[src/standby_defines.svh]
// Offsets, field positions, reset values and timing counts for the standby wake-up block.
// Included by the package, interval_counter, the control module and the bench; definitions only.
`ifndef STANDBY_DEFINES_SVH
`define STANDBY_DEFINES_SVH

`define OFS_WAIT_SEL      8'h00
`define OFS_CLK_CTRL      8'h04
`define OFS_CPU_STATUS    8'h08
`define OFS_IRQ_STATUS    8'h0C
`define OFS_IRQ_MASK      8'h10

`define WAIT_SEL_RST      4'h0
`define CLK_STOP_BIT      3
`define CLK_HALT_BIT      2
`define CTRL_IME_BIT      4

`define WSEL_2P20         3'h0
`define WSEL_2P17         3'h3
`define WSEL_2P15         3'h5
`define WSEL_2P13         3'h7

`define CNT_W             21
`define OSC_START_CYC     8'h40

`define IRQ_W             4
`define IRQ_BIT_STOP_END  0
`define IRQ_BIT_HALT_END  1
`define IRQ_BIT_VECTOR    2
`define IRQ_BIT_BADSEL    3

`endif

[src/standby_pkg.sv]
// Types shared by the standby wake-up block.
// Assumes standby_defines.svh is on the include path.
`include "standby_defines.svh"

package standby_pkg;

  typedef enum logic [2:0] {
    ST_RUN    = 3'b000,
    ST_HALT   = 3'b001,
    ST_OSCUP  = 3'b010,
    ST_WAIT   = 3'b011,
    ST_RESUME = 3'b100
  } pwr_state_e;

  typedef struct packed {
    logic [3:0] irq_req;
    logic [3:0] irq_en;
    logic [3:0] testable_only;
  } wake_src_s;

  typedef struct packed {
    logic       stop_cmd;
    logic       halt_cmd;
    logic       instr_done;
  } cpu_cmd_s;

  typedef struct packed {
    logic       cpu_run;
    logic       osc_enable;
    logic       take_vector;
    logic       do_reset_seq;
  } cpu_ctl_s;

  function automatic logic [4:0] wait_bit(input logic [2:0] sel);
    case (sel)
      `WSEL_2P20: wait_bit = 5'd20;
      `WSEL_2P17: wait_bit = 5'd17;
      `WSEL_2P15: wait_bit = 5'd15;
      default:    wait_bit = 5'd13;
    endcase
  endfunction

  function automatic logic sel_legal(input logic [2:0] sel);
    sel_legal = (sel == `WSEL_2P20) || (sel == `WSEL_2P17) || (sel == `WSEL_2P15) || (sel == `WSEL_2P13);
  endfunction

endpackage

[src/pin_sync.sv]
// Two-stage synchroniser for a bundle of asynchronous inputs.
// Assumes one clock; first stage read only by the second.
`timescale 1ns/10ps

module pin_sync #(
  parameter int W = 4
) (
  input wire logic clk,
  input wire logic rst_n,
  input wire logic ce,
  input wire logic [W-1:0] d,
  output logic [W-1:0] q
);
  logic [W-1:0] meta_r;

  always_ff @(posedge clk or negedge rst_n) begin
    if (!rst_n) begin
      meta_r <= '0;
      q <= '0;
    end else if (ce) begin
      meta_r <= d;
      q <= meta_r;
    end
  end
endmodule

[src/interval_counter.sv]
// Clearable, gated interval counter timing oscillator stabilisation.
// Assumes it counts one step per oscillator cycle while enabled.
`timescale 1ns/10ps
`include "standby_defines.svh"

module interval_counter (
  input wire logic clk,
  input wire logic rst_n,
  input wire logic ce,
  input wire logic clear,
  input wire logic run,
  input wire logic [4:0] sel_bit,
  output logic ovf
);
  import standby_pkg::*;

  logic [`CNT_W-1:0] cnt_r;
  logic [`CNT_W-1:0] cnt_nxt;

  assign cnt_nxt = cnt_r + `CNT_W'(1);

  always_ff @(posedge clk or negedge rst_n) begin
    if (!rst_n) begin
      cnt_r <= '0;
    end else if (ce) begin
      if (clear) begin
        cnt_r <= '0;
      end else if (run) begin
        cnt_r <= cnt_nxt;
      end
    end
  end

  // Pulse when the selected bit carries out of its lower bits
  always_ff @(posedge clk or negedge rst_n) begin
    if (!rst_n) begin
      ovf <= 1'b0;
    end else if (ce) begin
      ovf <= run && !clear && (cnt_nxt[sel_bit[4:0]] == 1'b1) && (cnt_nxt[sel_bit - 5'd1 -: 1] == 1'b0)
             && ((cnt_nxt & ((`CNT_W'(1) << sel_bit) - `CNT_W'(1))) == '0);
    end
  end
endmodule

[src/standby_wakeup_control.sv]
// Standby wake-up control: STOP/HALT entry, release and stabilisation wait.
// Assumes an AHB-Lite master, a CPU sequencer on clk and asynchronous irq pins.
`timescale 1ns/10ps
`include "standby_defines.svh"

// Function
// - Interrupt-released STOP holds CPU idle for selected stabilisation wait.
// - Select codes 000,011,101,111 give 2^20,2^17,2^15,2^13; others prohibited.
// - Wait count starts only after oscillator restart, for reset or interrupt.
// - Reset-release wait is build option 2^17 or 2^15 cycles.
// - Reset ending standby runs the ordinary reset sequence.
// - With master enable clear, resume in line; request flag stays set.
// - With master enable set, two instructions run, then vectored interrupt.
// - Testable-only sources never vector; resume in line.
// - Standby ends on an enabled interrupt request or external reset.
// - STOP sets clock control bit 3; HALT sets bit 2.
// - STOP stops oscillator; HALT gates only CPU clock.
module standby_wakeup_control #(
  parameter bit RESET_WAIT_2P17 = 1'b0
) (
  input wire logic clk,
  input wire logic rst_n,
  input wire logic ce,
  input wire logic hsel,
  input wire logic [31:0] haddr,
  input wire logic [1:0] htrans,
  input wire logic hwrite,
  input wire logic [2:0] hsize,
  input wire logic [31:0] hwdata,
  input wire logic hready,
  output logic [31:0] hrdata,
  output logic hreadyout,
  output logic hresp,
  input wire standby_pkg::wake_src_s wake_src,
  input wire standby_pkg::cpu_cmd_s cpu_cmd,
  output standby_pkg::cpu_ctl_s cpu_ctl,
  output logic irq
);
  import standby_pkg::*;

  pwr_state_e state_r;
  pwr_state_e state_nxt;
  logic [3:0] wait_sel_r;
  logic [3:0] clk_ctrl_r;
  logic ime_r;
  logic [`IRQ_W-1:0] irq_stat_r;
  logic [`IRQ_W-1:0] irq_mask_r;
  logic [`IRQ_W-1:0] irq_evt;
  logic [3:0] req_sync;
  logic [7:0] osc_cnt_r;
  logic from_reset_r;
  logic [1:0] instr_cnt_r;
  logic vec_pend_r;
  logic wait_ovf;
  logic wake;
  logic wake_vector;
  logic cnt_clear;
  logic [4:0] sel_bit;
  logic wr_pend_r;
  logic [7:0] addr_r;
  logic stop_take;
  logic halt_take;
  logic bus_take;
  logic [31:0] rdata_nxt;

  // Register write landing in its data phase
  function automatic logic reg_wr(input logic pend, input logic [7:0] a, input logic [7:0] ofs);
    reg_wr = pend && (a == ofs);
  endfunction

  // Request pins cross from outside the clock domain
  pin_sync #(.W(4)) u_req_sync (
    .clk(clk),
    .rst_n(rst_n),
    .ce(ce),
    .d(wake_src.irq_req),
    .q(req_sync)
  );

  assign wake = |(req_sync & wake_src.irq_en);
  // Testable-only sources wake the CPU but never raise a vector
  assign wake_vector = |(req_sync & wake_src.irq_en & ~wake_src.testable_only);

  // Standby instructions only count while the CPU is running
  assign stop_take = (state_r == ST_RUN) && cpu_cmd.stop_cmd;
  assign halt_take = (state_r == ST_RUN) && cpu_cmd.halt_cmd;

  // Reset-release wait uses build option; interrupt release uses register
  assign sel_bit = from_reset_r ? (RESET_WAIT_2P17 ? 5'd17 : 5'd15) : wait_bit(wait_sel_r[2:0]);
  assign cnt_clear = (state_r != ST_WAIT);

  // Held clear outside the wait, so oscillator start-up is never counted
  interval_counter u_icnt (
    .clk(clk),
    .rst_n(rst_n),
    .ce(ce),
    .clear(cnt_clear),
    .run(state_r == ST_WAIT),
    .sel_bit(sel_bit),
    .ovf(wait_ovf)
  );

  always_comb begin
    state_nxt = state_r;
    unique case (state_r)
      ST_RUN: begin
        if (cpu_cmd.stop_cmd) begin
          state_nxt = ST_HALT;
        end else if (cpu_cmd.halt_cmd) begin
          state_nxt = ST_HALT;
        end
      end
      ST_HALT: begin
        if (wake) begin
          state_nxt = clk_ctrl_r[`CLK_STOP_BIT] ? ST_OSCUP : ST_RESUME;
        end
      end
      ST_OSCUP: begin
        if (osc_cnt_r == `OSC_START_CYC) begin
          state_nxt = ST_WAIT;
        end
      end
      ST_WAIT: begin
        if (wait_ovf) begin
          state_nxt = ST_RESUME;
        end
      end
      ST_RESUME: begin
        state_nxt = ST_RUN;
      end
      default: begin
        state_nxt = ST_RUN;
      end
    endcase
  end

  // After reset the block runs as a STOP release: oscillator start, then wait
  always_ff @(posedge clk or negedge rst_n) begin
    if (!rst_n) begin
      state_r <= ST_OSCUP;
    end else if (ce) begin
      state_r <= state_nxt;
    end
  end

  // Stands in for the oscillator start-up before the wait may begin
  always_ff @(posedge clk or negedge rst_n) begin
    if (!rst_n) begin
      osc_cnt_r <= 8'h00;
    end else if (ce) begin
      if (state_r == ST_OSCUP) begin
        osc_cnt_r <= osc_cnt_r + 8'h01;
      end else begin
        osc_cnt_r <= 8'h00;
      end
    end
  end

  // Reset release takes the build-option wait and the reset sequence
  always_ff @(posedge clk or negedge rst_n) begin
    if (!rst_n) begin
      from_reset_r <= 1'b1;
    end else if (ce) begin
      if (state_r == ST_RESUME) begin
        from_reset_r <= 1'b0;
      end
    end
  end

  // Standby flags set by the instructions, cleared on leaving standby
  always_ff @(posedge clk or negedge rst_n) begin
    if (!rst_n) begin
      clk_ctrl_r <= 4'h0;
    end else if (ce) begin
      if (stop_take) begin
        clk_ctrl_r[`CLK_STOP_BIT] <= 1'b1;
      end else if (halt_take) begin
        clk_ctrl_r[`CLK_HALT_BIT] <= 1'b1;
      end else if (state_r == ST_RESUME) begin
        clk_ctrl_r[`CLK_STOP_BIT] <= 1'b0;
        clk_ctrl_r[`CLK_HALT_BIT] <= 1'b0;
      end else if (reg_wr(wr_pend_r, addr_r, `OFS_CLK_CTRL)) begin
        clk_ctrl_r[1:0] <= hwdata[1:0];
      end
    end
  end

  // Vectoring: two instructions after release, then the vector
  // Pending stays up for status readback until the third instruction
  always_ff @(posedge clk or negedge rst_n) begin
    if (!rst_n) begin
      vec_pend_r <= 1'b0;
      instr_cnt_r <= 2'd0;
    end else if (ce) begin
      if (state_r == ST_RESUME && !from_reset_r) begin
        vec_pend_r <= ime_r && wake_vector;
        instr_cnt_r <= 2'd0;
      end else if (vec_pend_r && cpu_cmd.instr_done) begin
        if (instr_cnt_r == 2'd2) begin
          vec_pend_r <= 1'b0;
        end else begin
          instr_cnt_r <= instr_cnt_r + 2'd1;
        end
      end
    end
  end

  always_ff @(posedge clk or negedge rst_n) begin
    if (!rst_n) begin
      cpu_ctl <= '{cpu_run: 1'b0, osc_enable: 1'b1, take_vector: 1'b0, do_reset_seq: 1'b0};
    end else if (ce) begin
      cpu_ctl.cpu_run <= (state_nxt == ST_RUN);
      // Oscillator drops one cycle after the CPU clock, once the stop flag is up
      cpu_ctl.osc_enable <= !(state_nxt == ST_HALT && clk_ctrl_r[`CLK_STOP_BIT]);
      cpu_ctl.take_vector <= vec_pend_r && cpu_cmd.instr_done && instr_cnt_r == 2'd1;
      cpu_ctl.do_reset_seq <= (state_r == ST_RESUME) && from_reset_r;
    end
  end

  // Interrupt status events
  assign irq_evt[`IRQ_BIT_STOP_END] = ce && state_r == ST_RESUME && clk_ctrl_r[`CLK_STOP_BIT];
  assign irq_evt[`IRQ_BIT_HALT_END] = ce && state_r == ST_RESUME && clk_ctrl_r[`CLK_HALT_BIT];
  assign irq_evt[`IRQ_BIT_VECTOR] = ce && cpu_ctl.take_vector;
  assign irq_evt[`IRQ_BIT_BADSEL] = ce && stop_take && !sel_legal(wait_sel_r[2:0]);

  // Set wins over a write-one clear in the same cycle
  always_ff @(posedge clk or negedge rst_n) begin
    if (!rst_n) begin
      irq_stat_r <= '0;
    end else if (ce) begin
      if (reg_wr(wr_pend_r, addr_r, `OFS_IRQ_STATUS)) begin
        irq_stat_r <= (irq_stat_r & ~hwdata[`IRQ_W-1:0]) | irq_evt;
      end else begin
        irq_stat_r <= irq_stat_r | irq_evt;
      end
    end
  end

  // Level output: high until software clears the status bit or masks it
  assign irq = |(irq_stat_r & irq_mask_r);

  // AHB-Lite slave: zero wait states, always OKAY
  assign hreadyout = 1'b1;
  assign hresp = 1'b0;

  // Address phase captured here; write data lands one cycle later
  assign bus_take = hready && hsel && htrans[1];

  always_ff @(posedge clk or negedge rst_n) begin
    if (!rst_n) begin
      wr_pend_r <= 1'b0;
      addr_r <= 8'h00;
    end else if (ce) begin
      if (hready) begin
        wr_pend_r <= bus_take && hwrite;
        addr_r <= haddr[7:0];
      end
    end
  end

  always_ff @(posedge clk or negedge rst_n) begin
    if (!rst_n) begin
      wait_sel_r <= `WAIT_SEL_RST;
      ime_r <= 1'b0;
      irq_mask_r <= '0;
    end else if (ce && wr_pend_r) begin
      if (reg_wr(wr_pend_r, addr_r, `OFS_WAIT_SEL)) begin
        wait_sel_r <= hwdata[3:0];
      end
      if (reg_wr(wr_pend_r, addr_r, `OFS_CLK_CTRL)) begin
        ime_r <= hwdata[`CTRL_IME_BIT];
      end
      if (reg_wr(wr_pend_r, addr_r, `OFS_IRQ_MASK)) begin
        irq_mask_r <= hwdata[`IRQ_W-1:0];
      end
    end
  end

  always_comb begin
    rdata_nxt = 32'h0000_0000;
    unique case (haddr[7:0])
      `OFS_WAIT_SEL: rdata_nxt = {28'h0, wait_sel_r};
      `OFS_CLK_CTRL: rdata_nxt = {27'h0, ime_r, clk_ctrl_r};
      `OFS_CPU_STATUS: rdata_nxt = {25'h0, vec_pend_r, from_reset_r, instr_cnt_r, state_r};
      `OFS_IRQ_STATUS: rdata_nxt = {28'h0, irq_stat_r};
      `OFS_IRQ_MASK: rdata_nxt = {28'h0, irq_mask_r};
      default: rdata_nxt = 32'h0000_0000;
    endcase
  end

  // Read data registered at the address phase, valid in the data phase
  always_ff @(posedge clk or negedge rst_n) begin
    if (!rst_n) begin
      hrdata <= 32'h0000_0000;
    end else if (ce) begin
      if (bus_take && !hwrite) begin
        hrdata <= rdata_nxt;
      end
    end
  end
endmodule

[config.mk]
export PLATFORM = sky130hd
export DESIGN_NAME = standby_wakeup_control
export DESIGN_NICKNAME = d
export VERILOG_FILES = /design/src/standby_pkg.sv /design/src/pin_sync.sv /design/src/interval_counter.sv /design/src/standby_wakeup_control.sv
export VERILOG_INCLUDE_DIRS = /design/src
export SDC_FILE = /design/constraint.sdc
export NUM_CORES = 1
export LEC_CHECK = 0
export ABC_AREA = 1
export BUFFER_PORTS_ARGS = -buffer_cell sky130_fd_sc_hd__buf_2
export CAP_MARGIN = 20
export CORE_UTILIZATION = 50
export CTS_CLUSTER_SIZE = 25
export DETAILED_ROUTE_END_ITERATION = 10
export HOLD_SLACK_MARGIN = 0.06
export PLACE_DENSITY = 0.75
export SLEW_MARGIN = 30
export SYNTH_ARGS = -nofsm -noshare
export SYNTH_HDL_FRONTEND = slang
export SYNTH_SLANG_ARGS = --single-unit
[constraint.sdc]
create_clock -name clk -period 2.05 [get_ports clk]
set_input_delay 0.3075 -clock clk [delete_from_list [all_inputs] [get_ports clk]]
set_output_delay 0.3075 -clock clk [all_outputs]
set_load 0.1 [all_outputs]
==> flow_summary.yaml, run 1 <==
status:
  status: "finished, final reports clean"
global_route:
  grt_overflow: 0
  grt_pass1_wl_um: 19020
  grt_usage_pct: 24.36
  grt_pass1_vias: 4187
  antenna_found_initial: 0
  grt_max_degree: 43
setup_path:
  crit_fanout: 5
  cpPeakStageDelay_ps: 450
  crit-reg2reg-launch: "u_icnt.cnt_r[0]"
  worst_path_most_repeated_cell: "nand2_1"
  worst_setup_path_start_kind: "flip-flop"
  path_class: "reg2reg"
  crit_family: "simple AND/OR/NAND/NOR gates"
  slowest_stage: "dfrtp_1"
  critical_path.cell_chain: "ha_4 -> nand2_1 -> nor2_4 -> nand2_2 -> nor2_2 -> nand2_1 -> nand2_1 -> a21oi_1 -> a21oi_1 -> nand2_1 -> nand4_1 -> nand2_1"
  critPathArrivalTime_ps: 2090
  critPathBufInv: 0
  cp.required_ps: 2300
  crit_path_start: "u_icnt.cnt_r[0]"
  crit_path_end_kind: "flip-flop"
finish:
  final_cell_mix: "193 x nand2_1, 93 x inv_1, 79 x dfrtp_1"
  area_delta_synth_final_pct: 11.10
  design_area_um2: 5274
  final_util_pct: 57.35
  nFillCells: 822
  drive_gt1_share_pct: 12.28
  diodes: 0
  nets: 816
  layout_commonest_cell: "nand2_1"
cts:
  cts_tree: "yes"
  clock_latency_ps: 360
  cts-buffers-inserted: 9
  clkTransAtPathRegs_ps: 80
  clock_sinks: 82
  cts-root-buf: "clkbuf_8"
  ctsLongestPathBuffers: 2
  cts_max_level: 3
placed_design:
  numPortBuffers: 46
  place_congestion: 0.9951
  place_area_um2: 5070
  hpwlAfterDp_um: 8510
synthesis:
  synth_top_area_share_pct: 41.64
  synth-seq-area-share_pct: 43.31
  syn_inst: 661
  synth_area_um2: 4747
  synth-seq-cells: 82
  synth_top_area_cell: "dfrtp_1"
  avgSynthCellArea_um2: 7.182
  synth_cell_types: 33
  synth_area_leaders: "dfrtp_1 42%, nand2_1 15%, inv_1 7.4%"
  yosys_warnings: 0
sta:
  relSlewSlack_pct: 62.55
  hold_viol: 0
  slew_viol_final: 0
  clock.fmax_mhz: 542.5
  hold_ws_ps: 152.7
  finalSetupTns_ps: 0
  min_period_ps: 1843
  period_share_pct: 89.91
  grt_setup_unrepaired: "no"
  setup_viol: 0
  worstMarginPinSlew_ps: 561.7
  clock_skew_ps: 8.275
die:
  fp.dieArea_um2: 9887
  die_h_um: 99.44
  placementRows: 35
  core-area_um2: 9196
  pin_count: 129
  start_util_pct: 51.62
  die_w_um: 99.44
run:
  drv_cap: 0
detailed_routing:
  ant_nets: 0
  wire_per_inst_um: 13.54
  drt-total-wl_um: 11320
  drc: 0
  drtIter0Drc: 284
  vias_per_cell: 5.287
  drt_pre_antenna_iters: 5
  route.vias.total: 4420
power_and_ir_drop:
  p_leak_nw: 2.646
  peakVddDrop_v: 0.0006546
  p_per_area_nw_per_um2: 857.3
min_path:
  hold_start: "wake_src[10]"
  hp-class: "in2reg"
[power by group]
| part | leakage, nW | internal [mW] | total (mW) | switching [mW] |
|---|---|---|---|---|
| logic | 1.50 | 0.357 | 1.38 | 1.02 |
| clock network | 0.0810 | 0.455 | 1.11 | 0.652 |
| registers | 1.07 | 1.84 | 2.04 | 0.195 |
| total | 2.65 | 2.66 | 4.52 | 1.87 |
[area by class of cell]
type / instances / area [um^2] / area share (%)
multi-input cells: 476 / 2213 / 41.97
flip-flops and latches: 82 / 2056 / 38.98
inverters: 93 / 349.1 / 6.619
repair buffers: 58 / 337.8 / 6.406
well taps: 111 / 138.9 / 2.633
clock buffers: 10 / 127.6 / 2.420
clock inverters: 6 / 51.30 / 0.9727
[repair_timing]
action	4_1_cts	5_1_grt
endpoints found under the setup margin	0	1
endpoints found under the hold margin	37	0
gates resized for setup	0	3
hold buffers	1	0
setup buffers	0	0
[worst register-to-register path, delay by kind of cell, from the launching register on]
kind,cells,cell delay [ps]
AOI/OAI and AO/OA,2,220
adders and majority gates,1,200
DFF,1,450
and+or+nand+nor,9,880
[cells in the mapped netlist, drive strengths merged]
| cell type | number |
|---|---|
| o2111ai | 1 |
| dfrtp | 79 |
| o2bb2ai | 1 |
| nor2 | 65 |
| a31oi | 2 |
| nand3 | 42 |
| a21oi | 13 |
| a32oi | 1 |
| o211ai | 1 |
| inv | 93 |
| xor2 | 2 |
| nor4 | 3 |
| conb | 2 |
| o31ai | 4 |
| o21ai | 54 |
| a21o | 1 |
| dfstp | 3 |
| buf | 29 |
| a221o | 1 |
| nand2 | 197 |
| or2 | 1 |
| o22ai | 21 |
| ha | 6 |
| and2 | 1 |
| nand4 | 15 |
| nor3 | 15 |
| clkbuf | 8 |
[routing by layer]
layer | global-route usage (%) | vias up | share of wire (%)
li1 | - | 2192 | -
met1 | 30.52 | 2087 | 44
met2 | 41.72 | 130 | 50
met3 | 4.849 | 11 | 5.1
met4 | 9.163 | 0 | 1.2
met5 | 0 | - | 0
[worst paths after layout]
check | cells after the start | slack, ps | end
max | 12 | 210 | u_icnt.ovf
min | 3 | 150 | u_req_sync.meta_r[2]
max in group asynchronous | 3 | 960 | hrdata[2]
max reg2reg | 12 | 210 | u_icnt.ovf
min in group asynchronous | 2 | 470 | u_icnt.cnt_r[7]
min reg2reg | 1 | 450 | osc_cnt_r[6]
[through the flow]
stage	total power [mW]	setup WS, ps	instances
after floorplan	3.085	478.6	688
after CTS	4.515	95.50	836
final	4.521	206.8	836
after global placement	3.357	157.2	819
after global routing	4.774	2.324	836
after detailed placement	3.407	129.2	819
[state kept, by name, indices dropped and copies added, names as in the netlist, 2 cells and up]
register and count:
u_icnt.cnt_r 21, addr_r 8, osc_cnt_r 8, hrdata 7, clk_ctrl_r 4, cpu_ctl 4, irq_mask_r 4, irq_stat_r 4
u_req_sync.meta_r 4, u_req_sync.q 4, wait_sel_r 4, state_r 3, instr_cnt_r 2
[cell families (layout without fill, tap and decap cells)]
| group | Yosys count | in the layout | share of synthesized area (%) |
|---|---|---|---|
| flops | 82 | 82 | 43.31 |
| compound gates | 100 | 100 | 11.81 |
| fa+ha+maj | 6 | 6 | 1.581 |
| buf+inv | 130 | 167 | 12.52 |
| other cells | 2 | 29 | 0.1582 |
| xor+xnor | 2 | 2 | 0.3691 |
| simple gates | 339 | 339 | 30.26 |
(Power assumes the default switching activity.)
==> run 2: changes to the inputs <==
==> constraint.sdc (replaced) <==
create_clock -name clk -period 2.05 [get_ports clk]
set_input_delay 0.205 -clock clk [delete_from_list [all_inputs] [get_ports clk]]
set_output_delay 0.205 -clock clk [all_outputs]
set_load 0.1 [all_outputs]
==> flow_summary.yaml, run 2 (synthesis gave the netlist of run 1 again) <==
sta:
  clock_skew_ps: 9.269
  clock.fmax_mhz: 535.7
  slew_viol_final: 0
  worstMarginPinSlew_ps: 639.5
  setup_viol: 0
  min_period_ps: 1867
  hold_viol: 0
  finalSetupTns_ps: 0
  relSlewSlack_pct: 57.37
  period_share_pct: 91.05
die:
  die_w_um: 99.44
  core-area_um2: 9196
  start_util_pct: 51.62
  placementRows: 35
  die_h_um: 99.44
  pin_count: 129
  fp.dieArea_um2: 9887
finish:
  nFillCells: 863
  drive_gt1_share_pct: 13.22
  multi_input_area_um2: 2236
  diodes: 0
  reg.largest.list: "u_icnt.cnt_r: 21 flops, addr_r: 8 flops, osc_cnt_r: 8 flops"
  regMostFlops: "u_icnt.cnt_r"
  final_cell_mix: "193 x nand2_1, 93 x inv_1, 78 x dfrtp_1"
  nets: 825
  ff_latch_area_um2: 2057
  design_area_um2: 5395
  area_delta_synth_final_pct: 13.65
  largest_reg_flops: 21
  layout_commonest_cell: "nand2_1"
  final_cells: 845
detailed_routing:
  drt_pre_antenna_iters: 5
  vias_per_cell: 5.315
  drc: 0
  route.vias.total: 4491
  wl_met2_um: 5593
  dr_wl_met3_um: 524
  drt-total-wl_um: 11490
  topRoutingLayerUsed: "met4"
  ant_nets: 0
  wire_per_inst_um: 13.60
  drt-met1-wl_um: 5006
  drtIter0Drc: 249
setup_path:
  crit_family: "simple AND/OR/NAND/NOR gates"
  slowest_stage: "dfrtp_1"
  path_class: "reg2reg"
  cp.required_ps: 2350
  crit_path_end_kind: "flip-flop"
  worst_setup_path_start_kind: "flip-flop"
  critPathArrivalTime_ps: 2170
  critical_path.cell_chain: "buf_4 -> inv_1 -> nor2_2 -> nand2_1 -> nand2_1 -> nand2_1 -> nor2_1 -> nand3_1 -> nor2_1 -> nand2_1 -> nor2_1 -> nand4_1 -> nand2_1"
  worst_path_most_repeated_cell: "nand2_1"
  critPathBufInv: 2
  crit_fanout: 4
  cpPeakStageDelay_ps: 410
status:
  status: "finished, final reports clean"
power_and_ir_drop:
  p_clk_share_pct: 25.4
  p_int_mw: 2.712
  pwr-share-comb_pct: 30.2
  p_switching_mw: 1.892
  p_per_area_nw_per_um2: 853.3
  p_seq_share_pct: 44.4
  p_leak_nw: 2.702
  peakVddDrop_v: 0.0006426
  swShare_pct: 41.09
cts:
  cts-buffers-inserted: 9
  ctsLongestPathBuffers: 2
  clock_latency_ps: 370
  cts-root-buf: "clkbuf_8"
  clock_sinks: 82
  cts_max_level: 3
  cts_tree: "yes"
  clkTransAtPathRegs_ps: 90
global_route:
  grt_max_degree: 47
  antenna_found_initial: 0
  grt_pass1_wl_um: 19220
  grt_pass1_vias: 4255
  grt_usage_pct: 24.78
  grt_overflow: 0
run:
  drv_cap: 0
placed_design:
  hpwlAfterDp_um: 8529
  place_congestion: 0.9741
  numPortBuffers: 46
  dp.cells: 818
  place_area_um2: 5062
min_path:
  hp-class: "in2reg"
run 2: tightest hold or removal path, cell delays in order:
cell and delay, ps:
buf_2 100, inv_1 60, o21ai_0 80
run 2: per-layer routing:
layer / GRT usage, % / vias to the layer above
met5: 0 / -
met4: 12.78 / 0
met3: 3.654 / 27
met2: 41.08 / 127
met1: 31.67 / 2120
li1: - / 2217
run 2: area by class of cell:
type / count / share of cell area [%]
Timing Repair Buffer: 67 / 7.839
Clock buffer: 10 / 2.551
Multi-Input combinational cell: 476 / 41.44
Clock inverter: 6 / 0.9972
Tap cell: 111 / 2.574
Sequential cell: 82 / 38.13
Inverter: 93 / 6.470
run 2: final timing paths:
kind                                       from                to  slack, ps  cells past startpoint
min in group asynchronous                 rst_n  u_icnt.cnt_r[14]        390                      2
worst max register to register  u_icnt.cnt_r[0]        u_icnt.ovf        180                     13
worst min-delay path                   haddr[5]         addr_r[5]        110                      3
worst max-delay path            u_icnt.cnt_r[0]        u_icnt.ovf        180                     13
worst min register to register     osc_cnt_r[5]      osc_cnt_r[6]        460                      1
max in group asynchronous                 rst_n     irq_stat_r[3]       1050                      3
run 2: stage by stage:
step	power, mW	hold WS [ps]	setup WS [ps]	util, %
global route	4.888	111.6	-14.68	58.67
global placement	3.340	261.4	207.1	55.05
finish	4.604	113.6	183.4	58.67
CTS	4.562	106.9	111.5	58.00
floorplan	3.085	-90.59	490.0	-
detailed placement	3.388	270.5	157.8	55.05
run 2: repair_timing:
action / in CTS / in global routing
hold buffers: 8 / 0
hold endpoints to repair: 48 / 0
resized for setup: 0 / 8
buffers inserted: 0 / 3
endpoints found under the setup margin: 0 / 2
run 2: power groups by stage:
| stage | Combinational (mW) | Clock [mW] | Sequential [mW] |
|---|---|---|---|
| after floorplan | 0.970 | 0 | 2.12 |
| after global placement | 1.30 | 0 | 2.05 |
| after detailed placement | 1.33 | 0 | 2.06 |
| after CTS | 1.35 | 1.19 | 2.03 |
| after global routing | 1.55 | 1.26 | 2.08 |
| final | 1.39 | 1.17 | 2.04 |
==> run 3: changes to the inputs <==
--- a/config.mk
+++ b/config.mk
@@ -10,5 +10,7 @@
 export BUFFER_PORTS_ARGS = -buffer_cell sky130_fd_sc_hd__buf_2
 export CAP_MARGIN = 20
+export CORE_ASPECT_RATIO = 1.1
 export CORE_UTILIZATION = 50
+export CTS_BUF_LIST = sky130_fd_sc_hd__clkbuf_8
 export CTS_CLUSTER_SIZE = 25
 export DETAILED_ROUTE_END_ITERATION = 10
==> constraint.sdc (replaced) <==
create_clock -name clk -period 2.05 [get_ports clk]
set_input_delay 0.41 -clock clk [delete_from_list [all_inputs] [get_ports clk]]
set_output_delay 0.41 -clock clk [all_outputs]
set_load 0.1 [all_outputs]
==> flow_summary.yaml, run 3 (synthesis gave the netlist of run 1 again) <==
setup_path:
  ff2ff_path_depth: 13
  cp.required_ps: 1640
  critPathBufInv: 2
  cp_num_cells: 4
  r2r-end: "u_icnt.ovf"
  crit_family: "buffers and inverters"
  reg2reg_slack_ps: 210
  worst_setup_path_start_kind: "flip-flop"
  crit_path_start: "irq_mask_r[0]"
  crit_fanout: 2
  critical_path.cell_chain: "inv_1 -> o22ai_1 -> a221o_1 -> buf_2"
  path_class: "reg2out"
  critPathArrivalTime_ps: 1510
  crit_end: "irq"
  cpPeakStageDelay_ps: 430
  slowest_stage: "buf_2"
  crit-reg2reg-launch: "u_icnt.cnt_r[0]"
  crit_path_end_kind: "output port"
global_route:
  grt_overflow: 0
  antenna_found_initial: 0
  grt_usage_pct: 25.17
  grt_pass1_vias: 4215
  grt_max_degree: 35
  grt_pass1_wl_um: 19570
sta:
  setup_viol: 0
  clock_skew_ps: 4.607
  min_period_ps: 1921
  grt_setup_unrepaired: "no"
  hold_viol: 0
  clock.fmax_mhz: 520.5
  relSlewSlack_pct: 65.08
  worstMarginPinSlew_ps: 519.8
  slew_viol_final: 0
  finalSetupTns_ps: 0
  period_share_pct: 93.72
die:
  die_h_um: 104.2
  pin_count: 129
  die_w_um: 94.91
  fp.dieArea_um2: 9889
  start_util_pct: 52.43
  core-area_um2: 9054
  placementRows: 36
cts:
  cts-buffers-inserted: 9
  clkTransAtPathRegs_ps: 90
  cts_max_level: 3
  ctsLongestPathBuffers: 2
  clock_latency_ps: 350
  cts_post_setup_buffers_inserted: 0
  cts_tree: "yes"
  cts-root-buf: "clkbuf_8"
  clock_sinks: 82
placed_design:
  place_congestion: 0.9122
  numPortBuffers: 46
  place_area_um2: 5081
  hpwlAfterDp_um: 8580
finish:
  ff_latch_area_um2: 2056
  area_delta_synth_final_pct: 13.10
  reg.largest.list: "u_icnt.cnt_r: 21 flops, addr_r: 8 flops, osc_cnt_r: 8 flops"
  nets: 817
  layout_commonest_cell: "nand2_1"
  final_cell_mix: "193 x nand2_1, 93 x inv_1, 79 x dfrtp_1"
  design_area_um2: 5369
  multi_input_area_um2: 2211
  regMostFlops: "u_icnt.cnt_r"
  largest_reg_flops: 21
  nFillCells: 816
  diodes: 0
  drive_gt1_share_pct: 12.40
power_and_ir_drop:
  finalPower_mw: 4.955
  peakVddDrop_v: 0.0004881
  p_per_area_nw_per_um2: 923.0
  p_leak_nw: 2.699
min_path:
  hp-class: "in2reg"
detailed_routing:
  route.vias.total: 4420
  drtIter0Drc: 247
  drc: 0
  wire_per_inst_um: 13.35
  drt-total-wl_um: 11210
  vias_per_cell: 5.262
  drt_pre_antenna_iters: 5
  ant_nets: 0
run:
  drv_cap: 0
status:
  status: "finished, final reports clean"
==> run 3: changes by cell type in the layout (fill, tap and decap cells not counted) <==
cell           change
nor3_2             -3
clkbuf_8           -1
inv_8              -1
nand3_1            +2
inv_6              -3
buf_4              -1
nand3_2            -2
dfrtp_2            -1
dfrtp_1            +1
nor3_1             +3
dlygate4sd3_1      -7
bufinv_16          +4
clkinv_2           +1
==> run 3: worst min-delay path by stage <==
stage	cells after the start	slack [ps]	start	to
after detailed placement	1	380	rst_n	u_icnt.cnt_r[19]
after floorplan	0	110	rst_n	addr_r[0]
after CTS	3	250	wake_src[8]	u_req_sync.meta_r[0]
after global routing	3	240	wake_src[11]	u_req_sync.meta_r[3]
final	3	260	wake_src[8]	u_req_sync.meta_r[0]
after global placement	1	370	rst_n	u_icnt.cnt_r[19]
==> run 3: where the power goes <==
group | switching [mW] | leakage [nW] | internal (mW)
clock | 0.612 | 0.129 | 0.932
combinational | 1.01 | 1.50 | 0.354
sequential | 0.207 | 1.07 | 1.84
==> run 3: timing repair <==
item / 4_1_cts / 5_1_grt
gates resized for setup: 0 / 2
hold endpoints to repair: 28 / 0
setup endpoints to repair: 0 / 1
hold buffers: 1 / 0
==> run 3: final cells by class <==
class                   count  area share (%)
flip-flops and latches     82           38.29
multi-input cells         476           41.18
repair buffers             59           6.432
well taps                 114           2.657
inverters                  93           6.502
clock buffers               9           2.307
clock inverters             7           2.633
==> run 3: worst min-delay path: cells and delay by family <==
kind                   cells  cell delay [ps]
and+or+nand+nor            2               90
buffers and inverters      1               70
==> run 3: per-stage QoR <==
step           utilization [%]  setup slack [ps]  cells  hold slack (ps)
2_1_floorplan                -             376.1    688            114.4
3_3_place_gp             56.12             166.4    823            373.3
3_5_place_dp             56.12             152.5    823            377.1
4_1_cts                  59.16             118.9    840            248.7
5_1_grt                  59.30             13.37    840            240.9
6_report                 59.30             128.8    840            258.9
==> run 3: per-layer routing <==
layer	global-route usage, %	vias up	wire [um]
li1	-	2202	-
met1	33.64	2056	5041
met2	41.57	145	5485
met3	4.605	17	499
met4	6.818	0	185
met5	0	-	0
